===== config.mk =====
export PLATFORM = sky130hd
export DESIGN_NAME = ara_accum
export DESIGN_NICKNAME = d
export VERILOG_FILES = /design/src/core/ara_pkg.sv /design/src/core/ara_accum.sv
export SDC_FILE = /design/constraint.sdc
export NUM_CORES = 1
export LEC_CHECK = 0
export BUFFER_PORTS_ARGS = -buffer_cell sky130_fd_sc_hd__clkbuf_2
export CAP_MARGIN = 40
export CORE_MARGIN = 2
export CORE_UTILIZATION = 50
export CTS_CLUSTER_DIAMETER = 60
export DETAILED_ROUTE_END_ITERATION = 10
export PLACE_DENSITY = 0.68
export SETUP_SLACK_MARGIN = 0.1
export SYNTH_ARGS = -nofsm -noshare
export SYNTH_HDL_FRONTEND = slang
export SYNTH_SLANG_ARGS = --single-unit

===== constraint.sdc =====
create_clock -name clk_sys -period 10.55 [get_ports clk_sys]
set_clock_uncertainty 0.15 [all_clocks]
set_input_delay 2.11 -clock clk_sys [delete_from_list [all_inputs] [get_ports clk_sys]]
set_output_delay 2.11 -clock clk_sys [all_outputs]
set_load 0.02 [all_outputs]

===== src/core/ara_pkg.sv =====
`default_nettype none
package ara_pkg;
  // Sample, result, accumulator, field and counter widths
  localparam int unsigned SAMPLE_W      = 12;
  localparam int unsigned RESULT_W      = 16;
  localparam int unsigned ACC_W         = 22;
  localparam int unsigned CODE_W        = 4;
  localparam int unsigned ADJ_W         = 3;
  localparam int unsigned CNT_W         = 11;
  // Sample-count codes
  localparam logic [3:0] CODE_MAX       = 4'ha;
  localparam logic [3:0] CODE_NO_SHIFT  = 4'h4;
  // Resolution selection value needed for multi-sample sums
  localparam logic [1:0] RES_SEL_ACCUM  = 2'h1;
  // Reset values
  localparam logic [3:0] CODE_RST       = 4'h0;
  localparam logic [2:0] ADJ_RST        = 3'h0;

  typedef struct packed {
    logic [CODE_W-1:0] sample_count_code;
    logic [ADJ_W-1:0]  result_adjust_shift;
  } ara_cfg_t;

  typedef struct packed {
    logic                result_ready_flag;
    logic                overrun;
    logic [RESULT_W-1:0] result;
  } ara_stat_t;
endpackage
`default_nettype wire


===== src/core/ara_accum.sv =====
`default_nettype none
module ara_accum
  import ara_pkg::*;
#(
  parameter int unsigned ACC_BITS = ACC_W
)(
  input  wire logic                clk_sys,      // 40 MHz clock
  input  wire logic                rst,          // Async reset, high
  input  wire logic                sample_valid, // Raw conversion done
  input  wire logic [SAMPLE_W-1:0] sample_data,  // Raw 12-bit result
  input  wire ara_cfg_t            averaging_control, // Count and adjust
  input  wire logic [1:0]          conversion_resolution_select, // Res
  input  wire logic                result_read,  // Software read strobe
  output var ara_stat_t            status,       // Flags and result
  output logic                     busy          // Partial sum pending
);

  // ==========================================================
  // Sequence control
  logic [ACC_BITS-1:0] acc;
  logic [CNT_W-1:0]    cnt;
  logic [CNT_W-1:0]    target;
  logic [CODE_W-1:0]   code;
  logic                last;
  logic [ACC_BITS-1:0] sum;
  logic [3:0]          auto_sh;
  logic [ACC_BITS-1:0] shifted;
  logic                done;
  logic [RESULT_W-1:0] result;
  logic                result_ready_flag;
  logic                overrun;

  // Reserved codes fold to one sample so they never hang the sequence
  assign code   = (averaging_control.sample_count_code > CODE_MAX)
                  ? CODE_RST : averaging_control.sample_count_code;
  assign target = CNT_W'(1) << code;
  assign last   = (cnt + CNT_W'(1)) >= target;
  assign sum    = acc + ACC_BITS'(sample_data);
  assign done   = sample_valid && last;
  assign busy   = (cnt != '0);
  assign status = '{result_ready_flag: result_ready_flag,
                    overrun:           overrun,
                    result:            result};

  always_comb
  begin
    if (code > CODE_NO_SHIFT)
      auto_sh = code - CODE_NO_SHIFT;
    else
      auto_sh = 4'h0;
  end

  // Reserved codes divide by nothing, whatever the adjust field says
  assign shifted = (averaging_control.sample_count_code > CODE_MAX)
                   ? sum
                   : (sum >> auto_sh)
                     >> averaging_control.result_adjust_shift;

  // ==========================================================
  // Accumulator and counter
  always_ff @(posedge clk_sys or posedge rst)
  begin
    if (rst)
    begin
      acc <= '0;
      cnt <= '0;
    end
    else if (sample_valid)
    begin
      if (last)
      begin
        acc <= '0;
        cnt <= '0;
      end
      else
      begin
        acc <= sum;
        cnt <= cnt + CNT_W'(1);
      end
    end
  end

  // ==========================================================
  // Result register and flags
  always_ff @(posedge clk_sys or posedge rst)
  begin
    if (rst)
      result <= '0;
    else if (done)
      result <= shifted[RESULT_W-1:0];
  end

  // Ready set wins over a read in the same cycle; a read blocks an overrun set
  always_ff @(posedge clk_sys or posedge rst)
  begin
    if (rst)
    begin
      result_ready_flag <= 1'b0;
      overrun           <= 1'b0;
    end
    else
    begin
      if (done)
        result_ready_flag <= 1'b1;
      else if (result_read)
        result_ready_flag <= 1'b0;
      if (done && result_ready_flag && !result_read)
        overrun <= 1'b1;
      else if (result_read)
        overrun <= 1'b0;
    end
  end

  // ==========================================================
  // Checks
  logic [CNT_W:0] gap;
  always_ff @(posedge clk_sys or posedge rst)
  begin
    if (rst)
      gap <= '0;
    else if (done)
      gap <= '0;
    else if (sample_valid && gap <= {1'b0, target})
      gap <= gap + (CNT_W+1)'(1);
  end

  property p_ready_on_done;
    @(posedge clk_sys) disable iff (rst)
      done |=> status.result_ready_flag;
  endproperty
  a_ready_on_done: assert property (p_ready_on_done)
    else $error("ready flag not set after full sum");

  property p_ready_needs_done;
    @(posedge clk_sys) disable iff (rst)
      $rose(status.result_ready_flag) |-> $past(done);
  endproperty
  a_ready_needs_done: assert property (p_ready_needs_done)
    else $error("ready flag rose without completed sum");

  property p_n_samples;
    @(posedge clk_sys) disable iff (rst)
      done |-> (gap + (CNT_W+1)'(1) == {1'b0, target});
  endproperty
  a_n_samples: assert property (p_n_samples)
    else $error("output not after exactly N samples");

  property p_clear;
    @(posedge clk_sys) disable iff (rst)
      done |=> (acc == '0 && cnt == '0);
  endproperty
  a_clear: assert property (p_clear)
    else $error("partial sum carried over");

  property p_overrun;
    @(posedge clk_sys) disable iff (rst)
      (done && status.result_ready_flag && !result_read)
        |=> status.overrun;
  endproperty
  a_overrun: assert property (p_overrun)
    else $error("overrun not flagged");

  property p_overwrite;
    @(posedge clk_sys) disable iff (rst)
      done |=> status.result == $past(shifted[RESULT_W-1:0]);
  endproperty
  a_overwrite: assert property (p_overwrite)
    else $error("result not overwritten");

  property p_single;
    @(posedge clk_sys) disable iff (rst)
      (sample_valid && code == CODE_RST
       && averaging_control.result_adjust_shift == ADJ_RST)
        |=> status.result == RESULT_W'($past(sample_data));
  endproperty
  a_single: assert property (p_single)
    else $error("single sample not passed through");

  property p_no_shift;
    @(posedge clk_sys) disable iff (rst)
      (done && code <= CODE_NO_SHIFT
       && averaging_control.result_adjust_shift == ADJ_RST)
        |=> status.result == RESULT_W'($past(sum));
  endproperty
  a_no_shift: assert property (p_no_shift)
    else $error("shift applied at sixteen or fewer");

  property p_auto_shift;
    @(posedge clk_sys) disable iff (rst)
      (done && code > CODE_NO_SHIFT
       && averaging_control.result_adjust_shift == ADJ_RST)
        |=> status.result
            == RESULT_W'($past(sum) >> ($past(code) - CODE_NO_SHIFT));
  endproperty
  a_auto_shift: assert property (p_auto_shift)
    else $error("automatic shift wrong");

  property p_fits;
    @(posedge clk_sys) disable iff (rst)
      (done && averaging_control.sample_count_code <= CODE_MAX)
        |-> (sum >> auto_sh) < (ACC_BITS'(1) << RESULT_W);
  endproperty
  a_fits: assert property (p_fits)
    else $error("shifted sum exceeds result width");

  c_done: cover property (@(posedge clk_sys) done);
  c_overrun: cover property (@(posedge clk_sys) $rose(status.overrun));
  c_max: cover property (@(posedge clk_sys) done && code == CODE_MAX);
  // Resolution select is not enforced; this shows the legal setup ran
  c_avg_res: cover property (@(posedge clk_sys)
    done && code != CODE_RST
    && conversion_resolution_select == RES_SEL_ACCUM);

endmodule
`default_nettype wire


==> summary.md, run 1 <==
| Metric | Value |
|---|---|
| Residual DRC | 0 |
| Total of warnings raised by yosys | 0 |
| Pre-antenna DRT Iters | 5 |
| Crit path max fanout | 6 |
| Layout cell share with drive strength beyond 1 | 13.5% |
| Reg2reg end | result[1] |
| Initial Utilization | 50.6% |
| Mapped Area | approximately 0.0057 mm² |
| CP cell instances | clkbuf_2 -> ha_1 -> fa_1 -> a211o_1 -> a221o_2 -> o31ai_1 -> xor2_1 -> a222oi_1 -> mux2i_1 -> mux4_2 -> a21oi_1 -> o21ai_0 -> nand3_1 |
| Register bit count reported by yosys | approximately 50 |
| Dpl ws | 4.21 ns |
| Most Crowded Layer GR | met2 |
| Final TNS setup | 0 ns |
| Area delta synth->final | 6.98% |
| Post-layout minimum cycle time | just over 6 ns |
| Normalized max-slew margin | approximately 39% |
| Rows | 39 |
| CP top delay family | compound AO/OA/AOI/OAI gates |
| Vias per cell | 6.88 |
| Die Ht | between 100 and 150 µm |
| Core Area | between 0.01 and 0.015 mm² |
| Die footprint | 0.0123 mm² |
| Hold Vio Cnt, Final | 0 |
| Crit Path Class | primary input to flip-flop |
| Pwr dens | 240 mW/mm² |
| Critical path startpoint | sample_data[0] |
| Buf/Inv on CP | 1 |
| Iteration-0 DRC count of the detailed router | 533 |
| Pin count of the biggest net entering global routing | 52 |
| Worst slew pin tran | a little over 0.9 ns |
| HPWL Detailed | between 10 and 15 mm |
| Global Route met1 Usage | a little over two fifths |
| Status | finished clean |
| Ys flop type | dfrtp_1 |
| CTS Buf Count | 5 |
| WHS | around 0.35 ns |
| Syn Area/Cell | about 7.8 µm² |
| Final worst setup slack | about 4.4 ns |
| Clock root buffer | clkbuf_16 |
| # Post-CTS Setup Buffers | 0 |
| GR Util All Layers | 30.6% |
| Final core occ | 54.2% |
| Post-route ant nets | 0 |
| Cts hold-fix bufs | 0 |
| Placer Congestion | around 1 |
| Die Span X | roughly 110 µm |
| Synthesized instance count | between 700 and 800 |
| GRT met3 Usage | approximately 5.7% |
| Max VDD drop | 0.000127 V |
| FF-to-FF Start | acc[0] |
| LEAKAGE | 2.53 nW |
| Detailed Route WL | ~19 mm |
| Sink Count | 51 |
| CP max-delay cell | a222oi_1 |
| Max cap viols | 0 |
| CTS Buffer Depth | 2 |
| CP Capture Type | flip-flop |
| Critical Path AT | roughly 6.2 ns |
| Crit path to | result[1] |
| F_max | approximately 0.16 GHz |
| CTS tree | done |
| I/O pin count | 44 |
| Port bufs | a little over 40 |
| Req. time, crit path | around 11 ns |
| CP Launch Type | primary input |
| Async set-or-reset flop fraction in the synthesized netlist | 100% |
| Met2 Use GR | 47.7% |
| Worst R2R Setup Slack | 5.90 ns |
| Yosys cell types | 84 |
| Cts repair resizes | 0 |
| Post-synth EDFFs | 0 |
| Vias in the first global route | 5614 |
| Fin. max-slew vios | 0 |
| Nets | slightly below 800 |
| Commonest non-fill, non-tap cell in the layout | nand2_1 |
| GR Overflow Total | 0 |
| H-tree Lvls | 2 |
| Syn Nets | between 700 and 800 |
| Crit path largest cell delay | roughly 0.64 ns |
| Period utilization | 58.1% |
| Final setup violation count | 0 |
| Vias | 6044 |
| WL/cell | around 21 µm |
| Reg clk slew, reported paths | around 0.080 ns |
| FF-to-FF path depth | 12 |
| CP Depth | 13 |
| Share of the yosys chip area belonging to registers | 22.3% |
| Unrepaired setup endpoints after global routing | false |
| Clock Latency Late Sink | roughly 0.32 ns |
| Diode count | 0 |
| Hold Crit Class | flip-flop to flip-flop |
| First-pass GRT wire length | between 30 and 40 mm |
| Initial antenna violation count | 0 |
| Most frequent cells in the layout | 100 x nand2_1, 67 x nor2_1, 51 x dfrtp_1 |
==> sequential cells by signal, indices dropped and copies added, names as in the netlist <==
signal and count:
acc 22, cnt 11, overrun 1, result 16, result_ready_flag 1
==> worst register-to-register path: stages, from the launching register on <==
cell	delay, ns
dfrtp_1	0.39
ha_1	0.23
fa_1	0.47
a211o_1	0.36
a221o_2	0.45
o31ai_1	0.41
xor2_1	0.25
a222oi_1	0.64
mux2i_1	0.22
mux4_2	0.51
a21oi_1	0.15
o21ai_0	0.20
nand3_1	0.13
==> layer usage <==
metal  wire, µm  share of wire, %
met5          0                 0
met4        758               4.0
met3       1350               7.2
met2       8450                45
met1       8200                44
==> power by group <==
part	internal (mW)	switching (mW)
logic	0.345	0.637
registers	0.257	0.0456
clock network	0.0927	0.0926
total	0.694	0.775
==> layout make-up <==
type                            count  area [µm²]
Fill cell                        1076        5190
Multi-Input combinational cell    609        4180
Sequential cell                    51        1280
Timing Repair Buffer               49         273
Tap cell                          143         179
Clock buffer                        5         125
Inverter                           19        71.3
Clock inverter                      3        31.3
==> Yosys cell counts, types with 4 or more instances <==
| master | instances | share of area (%) |
|---|---|---|
| a31oi_1 | 4 | 0.44 |
| o21a_1 | 8 | 1.0 |
| o22ai_1 | 6 | 0.65 |
| or3_1 | 7 | 0.76 |
| a311oi_1 | 5 | 0.76 |
| xnor2_1 | 15 | 2.3 |
| a21o_1 | 6 | 0.79 |
| buf_2 | 11 | 0.96 |
| o211ai_1 | 8 | 1.0 |
| o21ai_0 | 49 | 4.3 |
| o32ai_1 | 5 | 0.76 |
| mux2_2 | 5 | 0.98 |
| o211a_1 | 5 | 0.87 |
| o21ai_1 | 9 | 0.79 |
| or2_2 | 4 | 0.44 |
| nor4_1 | 6 | 0.65 |
| nor3_1 | 12 | 1.0 |
| o221ai_1 | 7 | 1.1 |
| o31ai_1 | 12 | 1.6 |
| nand2b_1 | 10 | 1.1 |
| a21oi_1 | 32 | 2.8 |
| nor2_1 | 67 | 4.4 |
| a211oi_1 | 20 | 2.6 |
| mux2i_1 | 25 | 4.4 |
| nor2b_1 | 4 | 0.44 |
| and3_1 | 8 | 0.87 |
| a22o_1 | 6 | 0.92 |
| mux4_2 | 8 | 3.1 |
| clkbuf_1 | 39 | 2.6 |
| nand4_1 | 9 | 0.98 |
| o2bb2ai_1 | 22 | 3.4 |
| xor2_1 | 7 | 1.1 |
| nand3_1 | 22 | 1.9 |
| nand2_1 | 100 | 6.5 |
| o2111ai_1 | 4 | 0.61 |
| and4_1 | 5 | 0.76 |
| inv_1 | 17 | 1.1 |
| and2_1 | 6 | 0.65 |
| ha_1 | 25 | 5.5 |
| dfrtp_1 | 51 | 22 |
==> logic make-up after synthesis <==
group / count (synthesis) / synth area share [%]
flops: 51 / 22.3
simple gates: 273 / 22.5
buf+inv: 73 / 5.15
fa+ha+maj: 26 / 5.81
xor+xnor: 23 / 3.64
mux: 40 / 8.95
compound gates: 247 / 31.6
==> stage by stage <==
stage,area (µm²),total power [mW],std cells
4_1_cts,6130,1.46,879
5_1_grt,6130,1.57,879
3_5_place_dp,5980,1.27,871
2_1_floorplan,5730,0.983,733
3_3_place_gp,5960,1.25,870
6_report,6130,1.47,879
==> worst min path at each step <==
stage / start / endpoint / cells after the start
floorplan: acc[0] / acc[0] / 1
global placement: acc[6] / acc[6] / 1
detailed placement: acc[8] / acc[8] / 1
CTS: acc[8] / acc[8] / 1
global route: acc[11] / acc[11] / 1
finish: acc[2] / acc[2] / 1
No activity file was read; power rests on OpenSTA's default activity.
==> run 2, diff against run 1 <==
Settings changed: ABC_AREA set to 1, PLACE_DENSITY 0.68 to 0.69.
Clock period 10.55 ns to 5.8 ns, I/O delays scaled along.
==> summary.md, run 2 <==
| Metric | Value |
|---|---|
| Most frequent cells in the layout | 235 x nand2_1, 230 x nand3_1, 111 x inv_1 |
| FF-to-FF Start | cnt[0] |
| Pre-antenna DRT Iters | 5 (unchanged) |
| Part of the power in registers | 25.0% (+4.4 points) |
| WHS | 0.342 ns (-0.00620 ns) |
| Req. time, crit path | 5.86 ns (-4.79 ns) |
| Die Span X | 106 µm (-4.4%) |
| Core Area | 0.0102 mm² (-9.6%) |
| Cell with the most instances after synthesis | nand2_1 |
| F_max | roughly 0.22 GHz |
| HP Start | result[9] |
| Normalized max-slew margin | 48.2% (+9.3 points) |
| Detailed Route WL | 14.2 mm (-24%) |
| Async set-or-reset flop fraction in the synthesized netlist | 100% (unchanged) |
| Final TNS setup | 0 ns (unchanged) |
| Fin. max-slew vios | 0 (unchanged) |
| Hold Crit Class | flip-flop to flip-flop |
| Seq. cell area | 0.00128 mm² (unchanged) |
| Initial antenna violation count | 0 (unchanged) |
| WL/cell | 14.0 µm (-34%) |
| Worst R2R Setup Slack | 1.95 ns (-3.95 ns) |
| FF-to-FF path depth | 19 (+7) |
| Clock power frac | 12.2% (-0.4 points) |
| Reg2reg end | result[13] |
| Initial Utilization | 51.1% (+0.42 points) |
| Final core occ | 54.5% (+0.37 points) |
| CTS Buffer Depth | 2 (unchanged) |
| Post-synth EDFFs | 0 (unchanged) |
| Max VDD drop | 0.000264 V (+110%) |
| CP Launch Type | primary input |
| LEAKAGE | 3.00 nW (+19%) |
| GR Util All Layers | 26.3% (-4.3 points) |
| Hold Vio Cnt, Final | 0 (unchanged) |
| Finished Cell Area | 0.00558 mm² (-9.0%) |
| CTS tree | done |
| H-tree Lvls | 2 (unchanged) |
| Iteration-0 DRC count of the detailed router | 456 (-14%) |
| CTS Buf Count | 5 (unchanged) |
| GR Overflow Total | 0 (unchanged) |
| Number of fill cells | 1085 (+0.84%) |
| Clock Latency Late Sink | 0.33 ns (about the same) |
| Reg clk slew, reported paths | 0.10 ns (+0.02 ns) |
| Cts hold-fix bufs | 0 (unchanged) |
| Sink Count | 51 (unchanged) |
| Syn Area/Cell | 6.06 µm² (-23%) |
| I/O pin count | 44 (unchanged) |
| Rows | 37 (-5.1%) |
| CP Capture Type | flip-flop |
| Post-layout minimum cycle time | 4.51 ns |
| Synthesized instance count | 862 (+18%) |
| Vias per cell | 5.52 (-20%) |
| Residual DRC | 0 (unchanged) |
| Top reg by flops | acc |
| Die footprint | 0.0113 mm² (-8.6%) |
| Die Ht | 106 µm (-4.4%) |
| Synth cell count leaders | 235 x nand2_1, 230 x nand3_1, 112 x inv_1 |
| Area delta synth->final | 6.83% |
| Register bit count reported by yosys | 51 (unchanged) |
| Max cap viols | 0 (unchanged) |
| Period utilization | just under 80% |
| Ys flop type | dfrtp_1 |
| Commonest non-fill, non-tap cell in the layout | nand2_1 |
| Max FFs per register | 22 (unchanged) |
| Top cells by area, synth | dfrtp_1 24%, nand3_1 22%, nand2_1 17% |
| # Post-CTS Setup Buffers | 0 (unchanged) |
| Combinational power share | 62.8% (-4.0 points) |
| Crit path max fanout | 24 (+18) |
| Unrepaired setup endpoints after global routing | false |
| Crit Path Class | primary input to flip-flop |
| Placer Congestion | 0.914 (-6.1%) |
| Area share of the leading cell type in the synthesized netlist | 24.4% (+2.2 points) |
| Worst slew pin tran | 0.777 ns (-0.133 ns) |
| Syn Nets | 913 (+16%) |
| Worst Hold Endpoint | result[9] |
| Final Total Pwr | 2.17 mW (+48%) |
| Total of warnings raised by yosys | 0 (unchanged) |
| Hold Path Cell Cnt | 2 (+1) |
| Share of the yosys chip area belonging to registers | 24.4% (+2.2 points) |
| Sw Share | 51.5% (-1.2 points) |
| Footprint of the multi-input gates | 0.00332 mm² (-21%) |
| Placed cell area | 0.00547 mm² (-8.6%) |
| Diode count | 0 (unchanged) |
| Critical Path AT | 4.57 ns (-1.67 ns) |
| Regs by FF count | acc x22, result x16, cnt x11 |
| Cts repair resizes | 0 (unchanged) |
| Layout cell share with drive strength beyond 1 | 7.52% (-5.9 points) |
| Vias | 5598 (-7.4%) |
| Post-route ant nets | 0 (unchanged) |
| HPWL Detailed | 11.7 mm (-17%) |
| Vias in the first global route | 5159 (-8.1%) |
| Nets | 928 (+18%) |
| Internal | 1.05 mW (+52%) |
| Switch Pwr | 1.12 mW (+44%) |
| Post-synth top area cell | dfrtp_1 |
| Pwr dens | 389 mW/mm² (+62%) |
| Status | finished clean |
| Pin count of the biggest net entering global routing | 36 (-31%) |
| Clock root buffer | clkbuf_8 |
| Yosys cell types | 38 (-55%) |
| First-pass GRT wire length | 24.3 mm (-20%) |
| Mapped Area | 0.00522 mm² (-8.9%) |
| Port bufs | 41 (unchanged) |
| Final setup violation count | 0 (unchanged) |
[run 2: metrics by stage]
stage,instances,worst slack [ns]
2_1_floorplan,862,1.77
3_5_place_dp,1006,0.989
6_report,1014,1.29
5_1_grt,1014,0.796
3_3_place_gp,1005,0.963
4_1_cts,1014,1.29
[run 2: cells by family (layout without fill, tap and decap cells)]
logic type	after synthesis	count (layout)	synth area share, %
buffers and inverters	156	172	12.0
flip-flops	51	51	24.4
AND/OR/NAND/NOR	536	536	46.1
multiplexers	1	1	0.192
AO/OA/AOI/OAI	82	82	9.22
adder cells (fa/ha/maj)	26	26	6.37
XOR/XNOR	10	10	1.68
[run 2: cell type report]
cell class,instances,area share (%)
inverters,118,7.98
well taps,136,3.05
clock inverters,3,0.830
repair buffers,46,4.57
multi-input cells,655,59.5
clock buffers,5,1.23
flip-flops and latches,51,22.9
[run 2: worst max path at each step]
stage | startpoint | endpoint | slack, ns | depth (start not counted)
finish | averaging_control[3] | result[13] | 1.29 | 19
global route | averaging_control[3] | result[13] | 0.80 | 19
floorplan | averaging_control[3] | result_ready_flag | 1.77 | 17
global placement | averaging_control[3] | result[1] | 0.96 | 18
detailed placement | averaging_control[3] | result[1] | 0.99 | 18
CTS | averaging_control[3] | result[1] | 1.29 | 18
[run 2: power groups by stage]
stage	sequential, mW	combinational [mW]	clock [mW]
2_1_floorplan	0.597	0.952	0
3_3_place_gp	0.543	1.33	0
6_report	0.542	1.36	0.265
3_5_place_dp	0.548	1.35	0
5_1_grt	0.557	1.55	0.283
4_1_cts	0.542	1.36	0.271
[run 2: critical path, cell delays in order]
cell and delay, ns:
clkbuf_2 0.15, nand2_1 0.10, inv_2 0.05, o21ai_4 0.46, inv_1 0.36, nor3_1 0.41, nand2_1 0.10, ha_1 0.30
nand2_1 0.07, nor2_1 0.04, o311a_1 0.28, a211oi_1 0.23, nand2_1 0.10, nand2_1 0.30, inv_1 0.18, o21ai_0 0.11
inv_1 0.05, nand2_1 0.06, nand2_1 0.06
[run 2: routing by layer]
metal / part of all wire (%) / vias up / global-route usage (%)
li1: - / 2901 / -
met1: 50 / 2523 / 37.5
met2: 44 / 161 / 42.3
met3: 5.6 / 13 / 4.17
met4: 1.2 / 0 / 5.36
met5: 0 / - / 0
